**src/verilog/hwsg_pkg.sv**
```systemverilog
// package: command codes, register selects and condition bit positions
package hwsg_pkg;
   localparam int WIDTH = 16;
   // command codes on the decoded status command port
   typedef enum logic [2:0] {
      CMD_NONE = 3'b000,
      CMD_COND_QUERY = 3'b001,
      CMD_RISE_QUERY = 3'b010,
      CMD_FALL_QUERY = 3'b011,
      CMD_EVENT_QUERY = 3'b100,
      CMD_ENABLE_QUERY = 3'b101,
      CMD_WRITE = 3'b110,
      CMD_CLEAR_STATUS = 3'b111
   } hwsg_cmd_t;
   // register select for writes
   typedef enum logic [1:0] {
      SEL_RISE = 2'b00,
      SEL_FALL = 2'b01,
      SEL_ENABLE = 2'b10,
      SEL_NONE = 2'b11
   } hwsg_sel_t;
   localparam logic GRP_ONE = 1'b0;
   localparam logic GRP_TWO = 1'b1;
   localparam logic [15:0] REG_RESET = 16'h0000;
   localparam logic [15:0] ENABLE_RESET = 16'h0000;
   localparam logic [15:0] FILTER_RISE_RESET = 16'hffff;
   localparam logic [15:0] FILTER_FALL_RESET = 16'h0000;
   localparam logic [15:0] COND_TWO_MASK = 16'h7fff;
   localparam int BIT_RESERVED = 15;
   localparam int BIT_RIC_TWO = 14;
   localparam int BIT_RIC_ONE = 13;
   localparam int BIT_DEC_RESULTS = 12;
   localparam int BIT_DEC_LOW = 11;
   localparam int BIT_DEC_MEAS = 10;
   localparam int BIT_DEC_ARMED = 9;
   localparam int BIT_ENC_AUX = 8;
   localparam int BIT_ENC_INFO = 7;
   localparam int BIT_COMM_SUM = 6;
   localparam int BIT_LIMIT = 5;
   localparam int BIT_SELFTEST = 4;
   localparam int BIT_OVERPWR = 3;
   localparam int BIT_UNUSED = 2;
   localparam int BIT_MIKE = 1;
   localparam int BIT_BATT = 0;
endpackage

```
**src/verilog/hwsg_group.sv**
```systemverilog
// one status group: filters, latched events, enable and summary
`timescale 1ns/10ps
module hwsg_group #(
   parameter int W = 16
) (
   input wire logic mclk,
   input wire logic reset_n,
   input wire logic clk_en,
   input wire logic [W-1:0] cond,
   input wire logic wr_rise,
   input wire logic wr_fall,
   input wire logic wr_enable,
   input wire logic [W-1:0] wr_data,
   input wire logic event_clear,
   output logic [W-1:0] rise_q,
   output logic [W-1:0] fall_q,
   output logic [W-1:0] enable_q,
   output logic [W-1:0] event_q,
   output logic summary_d
);
   logic [W-1:0] cond_prev_q;
   logic [W-1:0] hit_d;

   // ***********************
   // filters and enable
   // ***********************
   always_ff @(posedge mclk) begin
      if (!reset_n) begin
         rise_q <= W'(hwsg_pkg::FILTER_RISE_RESET);
         fall_q <= W'(hwsg_pkg::FILTER_FALL_RESET);
         enable_q <= W'(hwsg_pkg::ENABLE_RESET);
      end else if (clk_en) begin
         if (wr_rise) begin
            rise_q <= wr_data;
         end
         if (wr_fall) begin
            fall_q <= wr_data;
         end
         if (wr_enable) begin
            enable_q <= wr_data;
         end
      end
   end

   // ***********************
   // transition detect and event latch
   // ***********************
   assign hit_d = (cond & ~cond_prev_q & rise_q) | (~cond & cond_prev_q & fall_q);

   always_ff @(posedge mclk) begin
      if (!reset_n) begin
         cond_prev_q <= W'(hwsg_pkg::REG_RESET);
         event_q <= W'(hwsg_pkg::REG_RESET);
      end else if (clk_en) begin
         cond_prev_q <= cond;
         // new hits win over a clear in the same cycle
         if (event_clear) begin
            event_q <= hit_d;
         end else begin
            event_q <= event_q | hit_d;
         end
      end
   end

   assign summary_d = |(event_q & enable_q);
endmodule

```
**src/verilog/hwsg_top.sv**
```systemverilog
// hardware status groups one and two with command access
`timescale 1ns/10ps
module hwsg_top #(
   parameter int W = 16
) (
   input wire logic mclk,
   input wire logic reset_n,
   input wire logic clk_en,
   input wire logic cmd_valid,
   input wire hwsg_pkg::hwsg_cmd_t cmd_code,
   input wire logic cmd_group,
   input wire hwsg_pkg::hwsg_sel_t cmd_sel,
   input wire logic [W-1:0] cmd_data,
   input wire logic ric_two_tripped,
   input wire logic ric_one_tripped,
   input wire logic dec_results,
   input wire logic dec_level_low,
   input wire logic dec_measuring,
   input wire logic dec_armed,
   input wire logic enc_two_fields,
   input wire logic enc_sending_one,
   input wire logic enc_sending_two,
   input wire logic enc_func_gen,
   input wire logic comm_summary,
   input wire logic meas_above_high,
   input wire logic meas_below_low,
   input wire logic selftest_failed,
   input wire logic overpower_tripped,
   input wire logic mike_keyed,
   input wire logic battery_low,
   input wire logic [W-1:0] group_two_cond,
   output logic rsp_valid,
   output logic [W-1:0] rsp_data,
   output logic summary_one,
   output logic summary_two
);
   logic [W-1:0] cond_one_d;
   logic [W-1:0] cond_two_d;
   logic enc_info_d;
   logic enc_aux_d;
   logic is_query_d;
   logic is_write_d;
   logic is_cls_d;
   logic [W-1:0] rise_one, fall_one, en_one, ev_one;
   logic [W-1:0] rise_two, fall_two, en_two, ev_two;
   logic sum_one_d;
   logic sum_two_d;
   logic [W-1:0] rsp_d;
   logic wr_rise_one, wr_fall_one, wr_en_one;
   logic wr_rise_two, wr_fall_two, wr_en_two;
   logic clr_one, clr_two;

   // ***********************
   // group one condition assembly
   // ***********************
   assign enc_aux_d = enc_two_fields & enc_sending_one & enc_sending_two;
   // single field, or exactly one of two, and never in function-generator setting
   assign enc_info_d = ~enc_func_gen & (enc_two_fields ?
      (enc_sending_one ^ enc_sending_two) : enc_sending_one);

   always_comb begin
      cond_one_d = '0;
      cond_one_d[hwsg_pkg::BIT_RESERVED] = 1'b0;
      cond_one_d[hwsg_pkg::BIT_RIC_TWO] = ric_two_tripped;
      cond_one_d[hwsg_pkg::BIT_RIC_ONE] = ric_one_tripped;
      cond_one_d[hwsg_pkg::BIT_DEC_RESULTS] = dec_results;
      cond_one_d[hwsg_pkg::BIT_DEC_LOW] = dec_level_low;
      cond_one_d[hwsg_pkg::BIT_DEC_MEAS] = dec_measuring;
      cond_one_d[hwsg_pkg::BIT_DEC_ARMED] = dec_armed;
      cond_one_d[hwsg_pkg::BIT_ENC_AUX] = enc_aux_d;
      cond_one_d[hwsg_pkg::BIT_ENC_INFO] = enc_info_d;
      cond_one_d[hwsg_pkg::BIT_COMM_SUM] = comm_summary;
      cond_one_d[hwsg_pkg::BIT_LIMIT] = meas_above_high | meas_below_low;
      cond_one_d[hwsg_pkg::BIT_SELFTEST] = selftest_failed;
      cond_one_d[hwsg_pkg::BIT_OVERPWR] = overpower_tripped;
      cond_one_d[hwsg_pkg::BIT_UNUSED] = 1'b0;
      cond_one_d[hwsg_pkg::BIT_MIKE] = mike_keyed;
      cond_one_d[hwsg_pkg::BIT_BATT] = battery_low;
   end

   assign cond_two_d = group_two_cond & W'(hwsg_pkg::COND_TWO_MASK);

   // ***********************
   // command decode
   // ***********************
   assign is_query_d = cmd_valid && (cmd_code == hwsg_pkg::CMD_COND_QUERY ||
      cmd_code == hwsg_pkg::CMD_RISE_QUERY || cmd_code == hwsg_pkg::CMD_FALL_QUERY ||
      cmd_code == hwsg_pkg::CMD_EVENT_QUERY || cmd_code == hwsg_pkg::CMD_ENABLE_QUERY);
   assign is_write_d = cmd_valid && cmd_code == hwsg_pkg::CMD_WRITE;
   assign is_cls_d = cmd_valid && cmd_code == hwsg_pkg::CMD_CLEAR_STATUS;

   assign wr_rise_one = is_write_d && cmd_group == hwsg_pkg::GRP_ONE &&
      cmd_sel == hwsg_pkg::SEL_RISE;
   assign wr_fall_one = is_write_d && cmd_group == hwsg_pkg::GRP_ONE &&
      cmd_sel == hwsg_pkg::SEL_FALL;
   assign wr_en_one = is_write_d && cmd_group == hwsg_pkg::GRP_ONE &&
      cmd_sel == hwsg_pkg::SEL_ENABLE;
   assign wr_rise_two = is_write_d && cmd_group == hwsg_pkg::GRP_TWO &&
      cmd_sel == hwsg_pkg::SEL_RISE;
   assign wr_fall_two = is_write_d && cmd_group == hwsg_pkg::GRP_TWO &&
      cmd_sel == hwsg_pkg::SEL_FALL;
   assign wr_en_two = is_write_d && cmd_group == hwsg_pkg::GRP_TWO &&
      cmd_sel == hwsg_pkg::SEL_ENABLE;

   // event query clears on the same edge that captures the old value into the answer
   assign clr_one = is_cls_d || (cmd_valid && cmd_code == hwsg_pkg::CMD_EVENT_QUERY &&
      cmd_group == hwsg_pkg::GRP_ONE);
   assign clr_two = is_cls_d || (cmd_valid && cmd_code == hwsg_pkg::CMD_EVENT_QUERY &&
      cmd_group == hwsg_pkg::GRP_TWO);

   // ***********************
   // the two groups
   // ***********************
   hwsg_group #(.W(W)) u_group_one (
      .mclk(mclk),
      .reset_n(reset_n),
      .clk_en(clk_en),
      .cond(cond_one_d),
      .wr_rise(wr_rise_one),
      .wr_fall(wr_fall_one),
      .wr_enable(wr_en_one),
      .wr_data(cmd_data),
      .event_clear(clr_one),
      .rise_q(rise_one),
      .fall_q(fall_one),
      .enable_q(en_one),
      .event_q(ev_one),
      .summary_d(sum_one_d)
   );

   hwsg_group #(.W(W)) u_group_two (
      .mclk(mclk),
      .reset_n(reset_n),
      .clk_en(clk_en),
      .cond(cond_two_d),
      .wr_rise(wr_rise_two),
      .wr_fall(wr_fall_two),
      .wr_enable(wr_en_two),
      .wr_data(cmd_data),
      .event_clear(clr_two),
      .rise_q(rise_two),
      .fall_q(fall_two),
      .enable_q(en_two),
      .event_q(ev_two),
      .summary_d(sum_two_d)
   );

   // ***********************
   // query answer mux
   // ***********************
   always_comb begin
      rsp_d = '0;
      case (cmd_code)
         hwsg_pkg::CMD_COND_QUERY: begin
            rsp_d = (cmd_group == hwsg_pkg::GRP_ONE) ? cond_one_d : cond_two_d;
         end
         hwsg_pkg::CMD_RISE_QUERY: begin
            rsp_d = (cmd_group == hwsg_pkg::GRP_ONE) ? rise_one : rise_two;
         end
         hwsg_pkg::CMD_FALL_QUERY: begin
            rsp_d = (cmd_group == hwsg_pkg::GRP_ONE) ? fall_one : fall_two;
         end
         hwsg_pkg::CMD_EVENT_QUERY: begin
            rsp_d = (cmd_group == hwsg_pkg::GRP_ONE) ? ev_one : ev_two;
         end
         hwsg_pkg::CMD_ENABLE_QUERY: begin
            rsp_d = (cmd_group == hwsg_pkg::GRP_ONE) ? en_one : en_two;
         end
         default: begin
            rsp_d = '0;
         end
      endcase
   end

   always_ff @(posedge mclk) begin
      if (!reset_n) begin
         rsp_valid <= 1'b0;
         rsp_data <= W'(hwsg_pkg::REG_RESET);
      end else if (clk_en) begin
         rsp_valid <= is_query_d;
         if (is_query_d) begin
            rsp_data <= rsp_d;
         end
      end
   end

   always_ff @(posedge mclk) begin
      if (!reset_n) begin
         summary_one <= 1'b0;
         summary_two <= 1'b0;
      end else if (clk_en) begin
         summary_one <= sum_one_d;
         summary_two <= sum_two_d;
      end
   end
endmodule

```
**config.mk**
```make
export PLATFORM = sky130hd
export DESIGN_NAME = hwsg_top
export DESIGN_NICKNAME = d
export VERILOG_FILES = /design/src/verilog/hwsg_pkg.sv /design/src/verilog/hwsg_group.sv /design/src/verilog/hwsg_top.sv
export SDC_FILE = /design/constraint.sdc
export NUM_CORES = 1
export LEC_CHECK = 0
export BUFFER_PORTS_ARGS = -buffer_cell sky130_fd_sc_hd__buf_4
export CORE_AREA = 5 5 151 153
export CTS_CLUSTER_DIAMETER = 50
export DETAILED_ROUTE_END_ITERATION = 16
export DIE_AREA = 0 0 156 158
export PLACE_DENSITY_LB_ADDON = 0.3
export SLEW_MARGIN = 30
export SYNTH_ARGS = -nofsm -noshare
export SYNTH_HDL_FRONTEND = slang
export SYNTH_SLANG_ARGS = --single-unit
```
**constraint.sdc**
```tcl
create_clock -name mclk -period 3.1 [get_ports mclk]
set_input_delay 0.31 -clock mclk [delete_from_list [all_inputs] [get_ports mclk]]
set_output_delay 0.31 -clock mclk [all_outputs]
set_load 0.005 [all_outputs]
```
# [After elaboration in Yosys (flattened, before gate mapping)]
# Index checks and enable logic that the tools add are counted.
[totals] in_bits=59 output_inout_bits=19 word_cells=87 regBits=176
[classes] n_bitwise=25 n_eq_ne=9 n_reduce_logical=30 mux=9
[op_table] operator="bitwise AND 16 bit" n=6
[op_table] operator="two-way mux 16 bit" n=6
[op_table] operator="case mux 16 bit (5 select lines)" n=1
[op_table] operator="NOT 15 -> 16 bit" n=4
[op_table] operator="bitwise OR 16 bit" n=4
[op_table] operator="bitwise AND 15 x 16 -> 16 bit" n=2
[op_table] operator="bitwise AND 16 x 15 -> 16 bit" n=2
[op_table] operator="OR reduction 16 bit" n=2
[op_table] operator="two-way mux 15 bit" n=1
[op_table] operator="logical AND 1 bit" n=14
[op_table] operator="AND reduction 2 bit" n=7
[op_table] operator="== test 3 bit, second input constant" n=4
[op_table] operator="== test 3 x 2 -> 1 bit, second input constant" n=2
[op_table] operator="logical OR 1 bit" n=6
[op_table] operator="bitwise AND 1 bit" n=3
[op_table] operator="== test 3 x 1 -> 1 bit, second input constant" n=1
[op_table] operator="== test 2 x 1 -> 1 bit, second input constant" n=1
[op_table] operator="== test 2 bit, second input constant" n=1
[op_table] operator="zero test 2 bit" n=1
[op_table] operator="NOT 1 bit" n=2
[op_table] operator="two-way mux 1 bit" n=1
[op_table] operator="bitwise OR 1 bit" n=1
[op_table] operator="XOR 1 bit" n=1

# [Longest topological paths before layout]
[depth] ltp_word=9 mapped_depth=8 ltp_nobuf=4

# [Cells and area by module]
# Synthesis repeated with hierarchy kept, for this count alone.
[unflattened] hier_cells=974 area_unflattened_um2=8590.7
[by_module_without_submodules] module="hwsg_group" area_each_um2=3259.4 cells_per_inst=372 instances=2
[by_module_without_submodules] module="hwsg_top" area_each_um2=2072.0 cells_per_inst=230 instances=1

# [Worst setup path after synthesis]
# Ideal clock, no wire load.
[synth_path] path_type="in2reg" start="input cmd_code[0]" end="register u_group_one.fall_q[10]" stages=8 setup_ps=116 n_path_buf=4 t_required_ps=2984 slack_ps=1514 t_arrival_ps=1470 path_cell_list="buf_6 and4b_1 buf_4 and4_1 buf_6 buf_12 mux2i_1 nor2b_1"
[synth_between] elab_chain_len=5
[synth_lines] item="start: declaration" line="hwsg_top.sv:10" source="input wire hwsg_pkg::hwsg_cmd_t cmd_code,"
[synth_lines] item="== test 3 bit" line="hwsg_top.sv:89" source="assign is_write_d = cmd_valid && cmd_code == hwsg_pkg::CMD_WRITE;"
[synth_lines] item="logical AND 1 bit" line="hwsg_top.sv:89"
[synth_lines] item="logical AND 1 bit (2 in series)" line="hwsg_top.sv:94" source="assign wr_fall_one = is_write_d && cmd_group == hwsg_pkg::GRP_ONE &&"
[synth_lines] item="AND reduction 2 bit (no source line)"
[synth_lines] item="end signal: assignment" line="hwsg_group.sv:30" source="fall_q <= W'(hwsg_pkg::FILTER_FALL_RESET);"
[synth_lines] item="end signal: assignment" line="hwsg_group.sv:37" source="fall_q <= wr_data;"
[synth_lines] item="end: declaration" line="hwsg_group.sv:16" source="output logic [W-1:0] fall_q,"
# No other way between the ends.
# A chain may end at the register's enable or synchronous reset.

# [Worst setup path after layout]
[layout_path] start="input clk_en" end="register rsp_data[7]"
[layout_between] elab_chain_len=1
[layout_lines] item="start: declaration" line="hwsg_top.sv:8" source="input wire logic clk_en,"
[layout_lines] item="AND reduction 2 bit (no source line)"
[layout_lines] item="end signal: assignment" line="hwsg_top.sv:178" source="rsp_data <= W'(hwsg_pkg::REG_RESET);"
[layout_lines] item="end signal: assignment" line="hwsg_top.sv:182" source="rsp_data <= rsp_d;"
[layout_lines] item="end: declaration" line="hwsg_top.sv:33" source="output logic [W-1:0] rsp_data,"
# No other way between the ends.

==> impl_table.tex <==
\begin{tabular}{lr}
\hline
Metric & Value \\
\hline
\multicolumn{2}{l}{\textbf{Run status}} \\
Status & completed \\
\multicolumn{2}{l}{\textbf{Logic synthesis}} \\
Yosys warns & 0 \\
Synthesized area divided by synthesized cell count & 9.321 um\^{}2 \\
Share of synthesized area occupied by flip-flops and latches & 0.4142 \\
Most frequently used cell type in the post-synthesis netlist & sky130\_fd\_sc\_hd\_\_dfxtp\_1 \\
Syn Std Cell Area & 8361 um\^{}2 \\
Number of flops mapped to enable cells by yosys & 0 \\
Number of instances in the synthesized netlist & 897 \\
Yosys top cell area share & 0.4142 \\
Dominant cell type by area after synthesis & sky130\_fd\_sc\_hd\_\_dfxtp\_1 \\
Asr flop ratio synth & 0 \\
Cells taking the most area after synthesis & sky130\_fd\_sc\_hd\_\_dfxtp\_1 41\%, sky130\_fd\_sc\_hd\_\_mux2i\_1 16\%, sky130\_fd\_sc\_hd\_\_nor2b\_1 9.2\%, sky130\_fd\_sc\_hd\_\_nand2\_1 5.0\%, sky130\_fd\_sc\_hd\_\_a22oi\_1 3.0\% \\
Top post-synthesis cells by count & 173 x sky130\_fd\_sc\_hd\_\_dfxtp\_1, 136 x sky130\_fd\_sc\_hd\_\_mux2i\_1, 123 x sky130\_fd\_sc\_hd\_\_nor2b\_1 \\
Total of flip-flops plus latches after synthesis & 173 \\
Main flop type after synthesis & sky130\_fd\_sc\_hd\_\_dfxtp\_1 \\
Count of unique library cells instantiated by Yosys & 59 \\
Post-Syn Nets & 956 \\
\multicolumn{2}{l}{\textbf{Power and ir drop}} \\
Switching portion of total power & 0.2410 \\
Power share of the combinational group & 0.098 \\
Power per cell area & 520.4 nW/um\^{}2 \\
Clock network power share & 0.436 \\
Relative contribution of sequential cells to total power & 0.466 \\
IR drop worst, VDD & roughly 400 uV \\
Total internal power & 0.003821 W \\
Leakage power of the design & 4.045 nW \\
Sw Pwr & around 0.0012 W \\
\multicolumn{2}{l}{\textbf{Route}} \\
WL/cell & 19.71 um \\
Routed via count & 6852 \\
Routed via count divided by cell count & between 5 and 6 \\
Final Routed Wirelength & between 20000 and 25000 um \\
DR DRC count & 0 \\
Starting DRT DRC Count & 594 \\
Drt first pass iters & 5 \\
Residual antenna-violating net count after detailed routing & 0 \\
\multicolumn{2}{l}{\textbf{Finish}} \\
Post-synthesis to final-layout area growth & 15.71\% \\
Cell area after layout & 9674 um\^{}2 \\
Filler-free cell count of the finished design & 1235 \\
Core utilization of the finished layout & 0.4517 \\
Ratio of cells with drive above 1 in the final layout & 0.1487 \\
Antenna Diode Count & 0 \\
Final layout net count & 1002 \\
\multicolumn{2}{l}{\textbf{CTS}} \\
\# clock sinks & 173 \\
CTS Buffer Depth & 2 \\
Clock-pin slew on the worst setup and hold paths & 0.07 ns \\
CTS buffer count & 17 \\
Clock latency on the worst-skew pair & 0.43 ns \\
CTS HTree Levels & 4 \\
Master cell of the clock root buffer & sky130\_fd\_sc\_hd\_\_clkbuf\_16 \\
Number of gates resized after CTS & 0 \\
Setup Fix Bufs, Post-CTS & 0 \\
Post-cts hold buffer count & 0 \\
CTS tree & built \\
\multicolumn{2}{l}{\textbf{Floorplanning}} \\
Number of core rows & 54 \\
Ports placed on the boundary & 78 \\
Placeable core area & 21420 um\^{}2 \\
Die boundary width & approximately 160 um \\
Die footprint & 24650 um\^{}2 \\
Chip Height & 158 um \\
Initial Utilization & 0.3903 \\
\multicolumn{2}{l}{\textbf{Hold path}} \\
Hold Crit Endpoint & u\_group\_two.rise\_q[9]\$\_SDFFE\_PN1P\_ \\
Hold crit path type & primary input to flop \\
Startpoint of the tightest hold check path & cmd\_data[9] \\
Cell depth of the worst hold path & 3 \\
\multicolumn{2}{l}{\textbf{Placement}} \\
Area after detailed placement & 9075 um\^{}2 \\
Weighted congestion reported at the end of routability-driven placement & 0.8130 \\
Final HPWL from detailed placement & around 16000 um \\
Buffers added on ports & 76 \\
Number of instances in the placed design & 1204 \\
\multicolumn{2}{l}{\textbf{STA}} \\
Achievable frequency & 538.9 MHz \\
Max-slew headroom at the worst pin & 0.4597 \\
Setup repair after global routing missed its margin & false \\
Final count of pins violating max slew & 0 \\
Final-report hold violation count & 0 \\
Total of endpoints with negative setup slack in the final report & 0 \\
Post-Route Skew & 0.009053 ns \\
Total Negative Setup Slacks & 0 ns \\
Actual slew at the worst max-slew pin & about 0.81 ns \\
Hold WS & 0.1546 ns \\
Minimum clock period after layout & 1.856 ns \\
Period utilisation layout & 0.5986 \\
\multicolumn{2}{l}{\textbf{Setup path}} \\
Worst endpoint required time & $\sim$3.4 ns \\
Reg2reg end & summary\_two\$\_SDFFE\_PN0P\_ \\
Worst setup SP type & primary input \\
Critical path origin & clk\_en \\
Type of the worst setup path & primary input to flop \\
Type of destination of the critical path & flop \\
Reg-to-reg slack, setup & 1.63 ns \\
Arr. time, crit path & $\sim$2.2 ns \\
Depth of the worst register-to-register path & 4 \\
Startpoint of the worst register-to-register path & u\_group\_two.event\_q[6]\$\_SDFFE\_PN0P\_ \\
Largest fanout of any net on the critical path & 36 \\
\multicolumn{2}{l}{\textbf{Run}} \\
Count of max-cap constraint violations & 0 \\
\multicolumn{2}{l}{\textbf{Global routing}} \\
Initial antenna violation count & 0 \\
Overall global routing resource usage & 0.1966 \\
Total gr overflow & 0 \\
First-pass GRT wire length & about 38000 um \\
Via count of the first global-routing pass & 6430 \\
Pin count of the biggest net entering global routing & 80 \\
\hline
\end{tabular}
==> power groups by stage <==
stage,sequential [W],clock (W),combinational (W)
6_report,0.00235,0.00220,0.000492
5_1_grt,0.00235,0.00232,0.000535
4_1_cts,0.00235,0.00222,0.000492
3_5_place_dp,0.00239,0,0.000490
3_3_place_gp,0.00239,0,0.000486
2_1_floorplan,0.00238,0,0.000302
==> metrics by stage <==
step | power [W] | worst slack [ns]
floorplan | 0.002678 | 1.514
global placement | 0.002880 | 0.8293
detailed placement | 0.002885 | 0.8137
CTS | 0.005060 | 1.264
global route | 0.005202 | 1.196
finish | 0.005035 | 1.244
==> worst max-delay path: stages <==
cell                       delay [ns]
sky130_fd_sc_hd__buf_4           0.43
sky130_fd_sc_hd__nand4_1         0.76
sky130_fd_sc_hd__a311oi_1        0.52
sky130_fd_sc_hd__a21oi_1         0.13
==> layout by cell type, fill, tap and decap left out, types with 4 or more instances in the layout <==
cell	count
sky130_fd_sc_hd__a211oi_1	4
sky130_fd_sc_hd__a21oi_1	18
sky130_fd_sc_hd__a221o_1	9
sky130_fd_sc_hd__a22o_1	9
sky130_fd_sc_hd__a22oi_1	33
sky130_fd_sc_hd__and3_1	5
sky130_fd_sc_hd__buf_4	93
sky130_fd_sc_hd__clkbuf_16	17
sky130_fd_sc_hd__clkinv_2	4
sky130_fd_sc_hd__dfxtp_1	173
sky130_fd_sc_hd__mux2_2	4
sky130_fd_sc_hd__mux2i_1	136
sky130_fd_sc_hd__mux4_2	4
sky130_fd_sc_hd__nand2_1	112
sky130_fd_sc_hd__nand3_1	39
sky130_fd_sc_hd__nand3b_1	22
sky130_fd_sc_hd__nand4_1	5
sky130_fd_sc_hd__nor2_1	13
sky130_fd_sc_hd__nor2b_1	123
sky130_fd_sc_hd__nor3_1	7
sky130_fd_sc_hd__nor3b_1	4
sky130_fd_sc_hd__o21ai_0	30
sky130_fd_sc_hd__o21ai_1	8
sky130_fd_sc_hd__o22ai_1	27
==> area by class of cell <==
| type | instances | area (um^2) |
|---|---|---|
| fillers | 2081 | 11740 |
| multi-input cells | 654 | 4516 |
| flip-flops and latches | 173 | 3463 |
| repair buffers | 95 | 738.2 |
| clock buffers | 20 | 456.7 |
| well taps | 280 | 350.3 |
| clock inverters | 11 | 142.6 |
| inverters | 2 | 7.507 |
==> logic make-up (layout without fill, tap and decap cells) <==
group	count (synthesis)	count (layout)	share of synthesized area
flops	173	173	0.4142
buf+inv	70	128	0.04580
simple gates	347	347	0.2273
mux	144	144	0.1790
compound gates	163	163	0.1336
==> routing by layer <==
layer / vias to the layer above / GRT usage / routed length (um)
met5: - / 0 / 0
met4: 0 / 0.05252 / 272
met3: 19 / 0.03198 / 1242
met2: 196 / 0.2977 / 10930
met1: 3335 / 0.2903 / 11900
li1: 3302 / - / -
==> worst max path at each step <==
stage                                                       to
after floorplan            u_group_one.fall_q[10]$_SDFFE_PN0P_
after global placement    u_group_two.enable_q[1]$_SDFFE_PN0P_
after detailed placement              rsp_data[7]$_SDFFE_PN0P_
after CTS                             rsp_data[7]$_SDFFE_PN0P_
after global routing                  rsp_data[7]$_SDFFE_PN0P_
final                                 rsp_data[7]$_SDFFE_PN0P_
==> flip-flops by register name, summed over array words and instances, names as in the netlist, 14 cells and up <==
name                     count
rsp_data                    16
u_group_one.enable_q        16
u_group_one.fall_q          16
u_group_one.rise_q          16
u_group_two.enable_q        16
u_group_two.fall_q          16
u_group_two.rise_q          16
u_group_two.cond_prev_q     15
u_group_two.event_q         15
u_group_one.cond_prev_q     14
u_group_one.event_q         14
Power figures use the tool's default switching activity.
